<file path="config.mk">
export PLATFORM = sky130hd
export DESIGN_NAME = host_bus_port
export DESIGN_NICKNAME = d
export VERILOG_FILES = /design/src/rtl/sync_stage.v /design/src/rtl/host_bus_port.v
export VERILOG_INCLUDE_DIRS = /design/src /design/src/rtl
export SDC_FILE = /design/constraint.sdc
export NUM_CORES = 1
export LEC_CHECK = 0
export ABC_AREA = 1
export BUFFER_PORTS_ARGS = -buffer_cell sky130_fd_sc_hd__buf_2
export CAP_MARGIN = 20
export CORE_MARGIN = 2
export CORE_UTILIZATION = 48
export DETAILED_ROUTE_END_ITERATION = 10
export GPL_TIMING_DRIVEN = 0
export PLACE_DENSITY_LB_ADDON = 0.25
export SLEW_MARGIN = 25
export SYNTH_ARGS = -nofsm -noshare
export SYNTH_HDL_FRONTEND = slang
export SYNTH_SLANG_ARGS = --single-unit
</file>
<file path="constraint.sdc">
create_clock -name mclk -period 2.5 [get_ports mclk]
set_input_delay 0.25 -clock mclk [delete_from_list [all_inputs] [get_ports mclk]]
set_output_delay 0.25 -clock mclk [all_outputs]
set_load 0.02 [all_outputs]
</file>
<file path="src/rtl/host_port_map.vh">
// Constants for the host bus port of the dual-channel serial controller.
`ifndef HOST_PORT_MAP_VH
`define HOST_PORT_MAP_VH
`define MISC_FUNC_SEL_BIT 2
`define XMIT_TERM_READY_BIT 7
`define ENH_REQ_TIMING_BIT 4
`define REQ_DEASSERT_CYCLES 4
`define SYNC_STAGES 2
`define CLK_MULT_X1 2'b00
`define CLK_MULT_X16 2'b01
`define CLK_MULT_X32 2'b10
`define CLK_MULT_X64 2'b11
`define RX_TX_CLOCK_IN_USE_RX 3'b000
`define RX_TX_CLOCK_IN_USE_TX 3'b001
`define RX_TX_CLOCK_IN_USE_BAUD 3'b010
`define RX_TX_CLOCK_IN_USE_PLL 3'b011
`define RX_TX_CLOCK_IN_USE_XTAL 3'b100
`define TX_RX_CLOCK_IO_SRC_XMIT 2'b00
`define TX_RX_CLOCK_IO_SRC_XTAL 2'b01
`define TX_RX_CLOCK_IO_SRC_BAUD 2'b10
`define TX_RX_CLOCK_IO_SRC_PLL 2'b11
`define BUS_SEPARATE 1'b0
`define BUS_MUXED 1'b1
`endif

</file>
<file path="src/rtl/sync_stage.v">
// Two-flop level synchroniser for one bus of asynchronous inputs.
`timescale 1ns/1ps
`default_nettype none
module sync_stage #(
	parameter WIDTH = 1,
	parameter [WIDTH-1:0] INIT = {WIDTH{1'b0}}
) (
	// Clock and reset
	input wire mclk,
	input wire nrst,
	// Data
	input wire [WIDTH-1:0] d,
	output wire [WIDTH-1:0] q
);
	reg [WIDTH-1:0] meta_reg;
	reg [WIDTH-1:0] sync_reg;
	always @(posedge mclk or negedge nrst) begin
		if (!nrst) begin
			meta_reg <= INIT;
			sync_reg <= INIT;
		end else begin
			meta_reg <= d;
			sync_reg <= meta_reg;
		end
	end
	assign q = sync_reg;
endmodule
`default_nettype wire

</file>
<file path="src/rtl/host_bus_port.v">
// Host bus port: strobes, daisy chain, request pins and clock pin routing.
`timescale 1ns/1ps
`default_nettype none
`include "host_port_map.vh"
////////////////////////////////////////////////////////////////////////////////
module host_bus_port #(
	parameter DW = 8,
	parameter REQ_CYCLES = `REQ_DEASSERT_CYCLES
) (
	// Clock and reset
	input wire mclk,
	input wire nrst,
	// Bus variant select: 0 separate strobes, 1 multiplexed
	input wire bus_mode,
	// Separate-strobe bus
	input wire chip_en_n,
	input wire read_strobe_n,
	input wire store_strobe_n,
	input wire chan_sel,
	input wire data_ctrl_sel,
	// Multiplexed bus
	input wire first_chip_sel_n,
	input wire second_chip_sel,
	input wire data_strobe_n,
	input wire address_strobe_n,
	input wire read_write,
	// Shared data pins
	input wire [DW-1:0] data_in,
	output reg [DW-1:0] data_out,
	output wire data_oe,
	// Register access towards the core
	output reg wr_pulse,
	output reg rd_pulse,
	output reg [DW-1:0] wr_data,
	output reg [DW-1:0] reg_addr,
	output reg access_chan_a,
	output reg access_data,
	input wire [DW-1:0] rd_data,
	output reg bus_reset,
	// Configuration bits from the core
	input wire [DW-1:0] misc_control_register,
	input wire [DW-1:0] transmit_control_register_a,
	input wire [DW-1:0] transmit_control_register_b,
	input wire [DW-1:0] enhancement_register,
	input wire [1:0] wait_req_is_request,
	// Request and wait sources per channel
	input wire [1:0] xmit_dma_req,
	input wire [1:0] wait_req_level,
	output reg [1:0] term_ready_n,
	output reg [1:0] wait_req_out,
	output reg [1:0] wait_req_oe,
	// Interrupt daisy chain
	input wire chain_enable_in,
	output wire chain_enable_out,
	input wire irq_ack_strobe_n,
	input wire irq_pending,
	input wire irq_under_service,
	input wire [DW-1:0] irq_vector,
	output wire irq_out,
	output wire irq_oe,
	// Clock pin routing, two bits per channel where grouped, three for rx_tx_clock_in_use
	input wire [1:0] rx_tx_clock_in_pin,
	input wire [5:0] rx_tx_clock_in_use,
	input wire [3:0] rx_mult_sel,
	input wire [1:0] tx_rx_clock_io_is_output,
	input wire [3:0] tx_rx_clock_io_src,
	input wire [1:0] tx_rx_clock_io_pin_in,
	input wire [1:0] xmit_clk,
	input wire [1:0] baud_clk,
	input wire [1:0] pll_clk,
	input wire [1:0] xtal_clk,
	output reg [1:0] rx_clk,
	output reg [1:0] tx_clk,
	output reg [1:0] baud_src,
	output reg [1:0] pll_src,
	output reg [1:0] xtal_in,
	output reg [6:0] rx_mult,
	output reg [13:0] rx_mult_all,
	output wire [1:0] tx_rx_clock_io_out,
	output wire [1:0] tx_rx_clock_io_oe
);
	////////////////////////////////////////////////////////////////////////////////
	// Synchronised host pins; the master clock owns all internal state.
	wire [10:0] pins_raw;
	wire [10:0] pins_s;
	wire ce_s;
	wire rds_s;
	wire wrs_s;
	wire ab_s;
	wire dc_s;
	wire cs0_s;
	wire cs1_s;
	wire ds_s;
	wire as_s;
	wire rw_s;
	wire ack_s;
	wire [DW-1:0] din_s;
	// Strobes and selects share one synchroniser so they stay aligned to each other.
	assign pins_raw = {
		chip_en_n,
		read_strobe_n,
		store_strobe_n,
		chan_sel,
		data_ctrl_sel,
		first_chip_sel_n,
		second_chip_sel,
		data_strobe_n,
		address_strobe_n,
		read_write,
		irq_ack_strobe_n
	};
	sync_stage #(.WIDTH(11), .INIT(11'h7FF)) u_sync_pins (
		.mclk(mclk),
		.nrst(nrst),
		.d(pins_raw),
		.q(pins_s)
	);
	assign {ce_s, rds_s, wrs_s, ab_s, dc_s, cs0_s, cs1_s, ds_s, as_s, rw_s, ack_s} = pins_s;
	sync_stage #(.WIDTH(DW), .INIT({DW{1'b0}})) u_sync_data (
		.mclk(mclk),
		.nrst(nrst),
		.d(data_in),
		.q(din_s)
	);

	////////////////////////////////////////////////////////////////////////////////
	// Strobe decode for both bus variants.
	reg as_d_reg;
	reg cs0_lat_reg;
	reg rd_act_d_reg;
	reg wr_act_d_reg;
	reg vec_sel_reg;
	wire ack = !ack_s;
	wire sep_rd = !ce_s && !rds_s && wrs_s;
	wire sep_wr = !ce_s && !wrs_s && rds_s;
	wire mux_sel = !cs0_lat_reg && cs1_s;
	wire mux_rd = mux_sel && !ds_s && as_s && rw_s;
	wire mux_wr = mux_sel && !ds_s && as_s && !rw_s;
	wire rd_act = (bus_mode == `BUS_MUXED) ? mux_rd : sep_rd;
	wire wr_act = (bus_mode == `BUS_MUXED) ? mux_wr : sep_wr;
	wire rst_req = (bus_mode == `BUS_MUXED) ? (!as_s && !ds_s) : (!rds_s && !wrs_s);
	wire vec_win = ack && chain_enable_in && irq_pending;
	wire vec_read = vec_win && ((bus_mode == `BUS_MUXED) ? !ds_s : !rds_s);

	always @(posedge mclk or negedge nrst) begin
		if (!nrst) begin
			as_d_reg <= 1'b1;
			cs0_lat_reg <= 1'b1;
			rd_act_d_reg <= 1'b0;
			wr_act_d_reg <= 1'b0;
			reg_addr <= {DW{1'b0}};
			access_chan_a <= 1'b0;
			access_data <= 1'b0;
			wr_pulse <= 1'b0;
			rd_pulse <= 1'b0;
			wr_data <= {DW{1'b0}};
			data_out <= {DW{1'b0}};
			bus_reset <= 1'b0;
			vec_sel_reg <= 1'b0;
		end else begin
			as_d_reg <= as_s;
			vec_sel_reg <= vec_win;
			if (bus_mode == `BUS_MUXED && as_s && !as_d_reg) begin
				reg_addr <= din_s;
				cs0_lat_reg <= cs0_s;
			end
			if (bus_mode == `BUS_SEPARATE) begin
				access_chan_a <= ab_s;
				access_data <= dc_s;
			end
			rd_act_d_reg <= rd_act && !ack;
			wr_act_d_reg <= wr_act && !ack;
			wr_pulse <= wr_act && !ack && !wr_act_d_reg && !rst_req;
			rd_pulse <= rd_act && !ack && !rd_act_d_reg && !rst_req;
			if (wr_act && !wr_act_d_reg) begin
				wr_data <= din_s;
			end
			data_out <= vec_win ? irq_vector : rd_data;
			bus_reset <= rst_req;
		end
	end
	// Drivers follow the strobe so the bus is released as soon as it ends.
	// The vector drivers wait one cycle into the window, so the vector is already loaded.
	assign data_oe = (rd_act && !ack) || (vec_read && vec_sel_reg);

	////////////////////////////////////////////////////////////////////////////////
	// Daisy chain and interrupt pin.
	assign chain_enable_out = chain_enable_in && !irq_under_service &&
		!(ack && irq_pending);
	assign irq_out = 1'b0;
	assign irq_oe = irq_pending && !irq_under_service;

	////////////////////////////////////////////////////////////////////////////////
	// Per-channel terminal-ready, wait/request and clock routing.
	genvar ch;
	generate
		for (ch = 0; ch < 2; ch = ch + 1) begin : g_chan
			reg [2:0] hold_reg;
			reg req_reg;
			reg ready_n;
			reg wreq_out;
			reg wreq_oe;
			reg rxc;
			reg txc;
			reg baud_c;
			reg pll_c;
			reg xtal_c;
			reg [6:0] mult;
			wire [DW-1:0] xctl = (ch == 0) ? transmit_control_register_a :
				transmit_control_register_b;
			wire req_mode = misc_control_register[`MISC_FUNC_SEL_BIT];
			wire fast_rel = enhancement_register[`ENH_REQ_TIMING_BIT];
			// Release is delayed so a DMA controller sees a clean edge.
			always @(posedge mclk or negedge nrst) begin
				if (!nrst) begin
					hold_reg <= 3'd0;
					req_reg <= 1'b0;
				end else if (xmit_dma_req[ch]) begin
					req_reg <= 1'b1;
					hold_reg <= REQ_CYCLES[2:0] - 3'd1;
				end else if (hold_reg != 3'd0) begin
					hold_reg <= hold_reg - 3'd1;
				end else begin
					req_reg <= 1'b0;
				end
			end
			// Terminal-ready and wait/request pin drive.
			always @* begin
				if (!req_mode) begin
					ready_n = !xctl[`XMIT_TERM_READY_BIT];
				end else if (fast_rel) begin
					ready_n = !xmit_dma_req[ch];
				end else begin
					ready_n = !(xmit_dma_req[ch] || req_reg);
				end
				if (wait_req_is_request[ch]) begin
					wreq_out = !wait_req_level[ch];
					wreq_oe = 1'b1;
				end else begin
					wreq_out = 1'b0;
					wreq_oe = wait_req_level[ch];
				end
			end
			// Clock pin routing and receive clock multiple.
			always @* begin
				rxc = 1'b0;
				txc = 1'b0;
				baud_c = 1'b0;
				pll_c = 1'b0;
				xtal_c = 1'b0;
				case (rx_tx_clock_in_use[ch*3 +: 3])
					`RX_TX_CLOCK_IN_USE_RX: rxc = rx_tx_clock_in_pin[ch];
					`RX_TX_CLOCK_IN_USE_TX: txc = rx_tx_clock_in_pin[ch];
					`RX_TX_CLOCK_IN_USE_BAUD: baud_c = rx_tx_clock_in_pin[ch];
					`RX_TX_CLOCK_IN_USE_PLL: pll_c = rx_tx_clock_in_pin[ch];
					`RX_TX_CLOCK_IN_USE_XTAL: xtal_c = rx_tx_clock_in_pin[ch];
					default: rxc = rx_tx_clock_in_pin[ch];
				endcase
				if (!tx_rx_clock_io_is_output[ch]) begin
					rxc = rxc | tx_rx_clock_io_pin_in[ch];
					txc = txc | tx_rx_clock_io_pin_in[ch];
				end
				case (rx_mult_sel[ch*2 +: 2])
					`CLK_MULT_X1: mult = 7'd1;
					`CLK_MULT_X16: mult = 7'd16;
					`CLK_MULT_X32: mult = 7'd32;
					default: mult = 7'd64;
				endcase
			end
			assign tx_rx_clock_io_oe[ch] = tx_rx_clock_io_is_output[ch];
			assign tx_rx_clock_io_out[ch] =
				(tx_rx_clock_io_src[ch*2 +: 2] == `TX_RX_CLOCK_IO_SRC_XMIT) ? xmit_clk[ch] :
				(tx_rx_clock_io_src[ch*2 +: 2] == `TX_RX_CLOCK_IO_SRC_XTAL) ? xtal_clk[ch] :
				(tx_rx_clock_io_src[ch*2 +: 2] == `TX_RX_CLOCK_IO_SRC_BAUD) ? baud_clk[ch] : pll_clk[ch];
		end
	endgenerate
	// One process owns each output vector, so no bit has two drivers.
	always @* begin
		term_ready_n = {g_chan[1].ready_n, g_chan[0].ready_n};
		wait_req_out = {g_chan[1].wreq_out, g_chan[0].wreq_out};
		wait_req_oe = {g_chan[1].wreq_oe, g_chan[0].wreq_oe};
		rx_clk = {g_chan[1].rxc, g_chan[0].rxc};
		tx_clk = {g_chan[1].txc, g_chan[0].txc};
		baud_src = {g_chan[1].baud_c, g_chan[0].baud_c};
		pll_src = {g_chan[1].pll_c, g_chan[0].pll_c};
		xtal_in = {g_chan[1].xtal_c, g_chan[0].xtal_c};
		rx_mult_all = {g_chan[1].mult, g_chan[0].mult};
		rx_mult = g_chan[0].mult;
	end
endmodule
`default_nettype wire

</file>
==> results.toml <==
[critical_path]
crit_cells = 7
path_buf_inv = 2
max_stage_delay_ns = 0.59
worstPathCellList = "nand2_1 -> inv_2 -> nand2_1 -> nand2_1 -> nand3_1 -> nand2_1 -> buf_2"
rr_endpoint = "wr_data[5]$_DFFE_PN0P_"
crit_required_ns = 2.25
critical_path_class = "reg -> out"
start_kind = "flip-flop"
r2r_slack_ns = 1.24
crit_path_frequent_cell = "nand2_1"
end_kind = "output port"
crit_slowest_cell = "dfstp_2"
r2r_start = "u_sync_pins.q[2]$_DFF_PN1_"
cp_max_fo = 4
cp_top_family = "flip-flops"
rr_worst_depth = 7
crit_arrival_ns = 1.58

[clock_network]
cts_buffers = 9
cts_root_buf = "clkbuf_8"
cts_max_level = 3
cts_setup_buffers = 0
clk_latency_ns = 0.34
ctsLongestPathBuffers = 2
cts_tree = "built"
clock_sinks = 80
path_clk_slew_ns = 0.07

[global_route]
grt_max_degree = 50
grt_first_pass_wirelength_um = 10450
grt_pass1_vias = 2423
antenna_found_initial = 0
overflow = 0
grt_usage_pct = 17.72

[final_layout]
final_area_um2 = 4629
n_antenna_cell = 0
syn2layout_area_growth_pct = 37.55
fin_util_pct = 68.14
fin_nets = 630
drive_gt1_share_pct = 44.85

[drt]
viasPerCell = 4.329
dr.pass1.iters = 5
vias = 2684
ant_nets = 0
detail_route.wl_per_cell_um = 10.75
drc = 0
drt-initial-drc-count = 82
wl_um = 6665

[timing]
fin_crit_ns = 1.834
timing_hold_violations_final = 0
clock.fmax_mhz = 545.2
fin_worst_skew_ns = 0.007249
whs_ns = 0.1029
slew_viol_final = 0
rsz0062_at_grt = "no"
final.period_utilization_pct = 73.37
finalSetupViolations = 0
setup_tns_ns = 0
worst_slack_ns = 0.6658

[yosys]
synthCells = 337
synth_area_um2 = 3366
synth-compound-area-share_pct = 5.799
synth_largest_area_cell = "dfrtp_1"
ys_seq_area_share_pct = 60.37
avgSynthCellArea_um2 = 9.987
synth_xor_area_share_pct = 0.5204
synthArstFlopShare_pct = 100.0
synthMuxAreaShare_pct = 0
yosys_warnings = 0
ys_types = 33
synthSimpleGateAreaFrac_pct = 17.88
synth.top_cell.area_share_pct = 41.64
synthFlopType = "dfrtp_1"
synth_edf_count = 0
synth_top_family_by_area = "simple AND/OR/NAND/NOR gates"
synth-seq-cells = 80
synthTopCellsByArea = "dfrtp_1 42%, dfstp_2 19%, buf_4 7.4%"
synth_fa_ha_area_share_pct = 1.487

[worst_hold_path]
min_to = "g_chan[1].hold_reg[2]$_DFFE_PN0P_"
hp-class = "in -> reg"
hp-start = "xmit_dma_req[1]"
whs_path_depth = 2

[run]
maxCapViolations = 0

[place]
gp_congestion = 0.7876
dp_slack_ns = 1.023
place_hpwl_um = 4951
dpl-instance-area_um2 = 4255
portBuffers = 141

[floorplan]
die_x_um = 87.74
dieArea_um2 = 7697
start_util_pct = 49.54
core_region_area_um2 = 6794
io_pins = 181
fp.dieH_um = 87.74
row_count = 30

[power]
powerDensity_nw_per_um2 = 618.8
leakage_nw = 2.607
ir_worst_vdd_v = 0.0004454

[outcome]
status = "completed"
## power by group
group	internal (W)	switching, W	total, W	leakage (nW)
clock network	0.000384	0.000433	0.000817	0.0813
logic	0.000235	0.000340	0.000574	1.60
registers	0.00142	0.0000501	0.00147	0.927
## cell usage in the layout (no fill, tap or decap), types with 2 or more instances in the layout
cell type      Yosys  routed
a21oi_1            5       5
a31oi_1            2       2
buf_2              1     141
buf_4             33      34
clkbuf_8           0      10
clkinv_2           1       3
clkinvlp_4         0       3
conb_1             1      10
dfrtp_1           56      56
dfstp_2           24      24
dlygate4sd3_1      0      20
ha_1               4       4
inv_1             42      42
inv_2              8       8
nand2_1           65      65
nand2_2            2       2
nand3_1           17      17
nand4_1            2       2
nor2_1            25      25
nor3_1             2       2
nor4_1             4       4
o211ai_1           2       2
o21ai_0           11      11
o21ai_1           16      16
or2_1              2       2
xnor2_1            2       2
## cell type report
type                            instances  area, um2
Inverter                               52      201.4
Multi-Input combinational cell        179      902.1
Clock inverter                          5      32.53
Sequential cell                        80       2032
Buffer                                 35      264.0
Tap cell                               96      120.1
Fill cell                             550       2165
Clock buffer                           11      141.4
Timing Repair Buffer                  162      935.9
## logic make-up after synthesis
kind of cell               after synthesis
adders and majority gates                4
AOI/OAI and AO/OA                       37
buffers and inverters                   87
other                                    1
and+or+nand+nor                        126
xor gates and xnor gates                 2
DFF                                     80
## per-layer routing
| metal | vias up | wire length (um) | track usage (%) | part of all wire, % |
|---|---|---|---|---|
| met2 | 93 | 3445 | 31.34 | 52 |
| met3 | 2 | 415 | 6.786 | 6.2 |
| li1 | 1375 | - | - | - |
| met5 | - | 0 | 0 | 0 |
| met1 | 1214 | 2781 | 19.85 | 42 |
| met4 | 0 | 22 | 5.315 | 0.33 |
## worst max-delay path by stage
stage                                     startpoint  slack [ns]                 endpoint
after CTS                 u_sync_pins.q[2]$_DFF_PN1_        0.64                  data_oe
after floorplan           u_sync_pins.q[2]$_DFF_PN1_        1.20                  data_oe
final                     u_sync_pins.q[2]$_DFF_PN1_        0.67                  data_oe
after global placement                          nrst        0.67  reg_addr[4]$_DFFE_PN0P_
after global routing      u_sync_pins.q[2]$_DFF_PN1_        0.57                  data_oe
after detailed placement  u_sync_pins.q[2]$_DFF_PN1_        1.02                  data_oe
## metrics by stage
stage          instances  power [W]
2_1_floorplan        346   0.001817
3_3_place_gp         583   0.002024
3_5_place_dp         584   0.002052
4_1_cts              616   0.002899
5_1_grt              620   0.003034
6_report             620   0.002865
## Yosys cell counts (4+ instances only)
cell type  count
ha_1           4
o21ai_0       11
inv_2          8
o21ai_1       16
dfstp_2       24
nor4_1         4
buf_4         33
nand2_1       65
dfrtp_1       56
nand3_1       17
a21oi_1        5
nor2_1        25
inv_1         42
## timing repair
action / in CTS / in global routing
gates resized for setup: 0 / 0
endpoints found under the setup margin: 0 / 0
hold buffers: 16 / 4
endpoints found under the hold margin: 44 / 4
(Power assumes the default switching activity.)
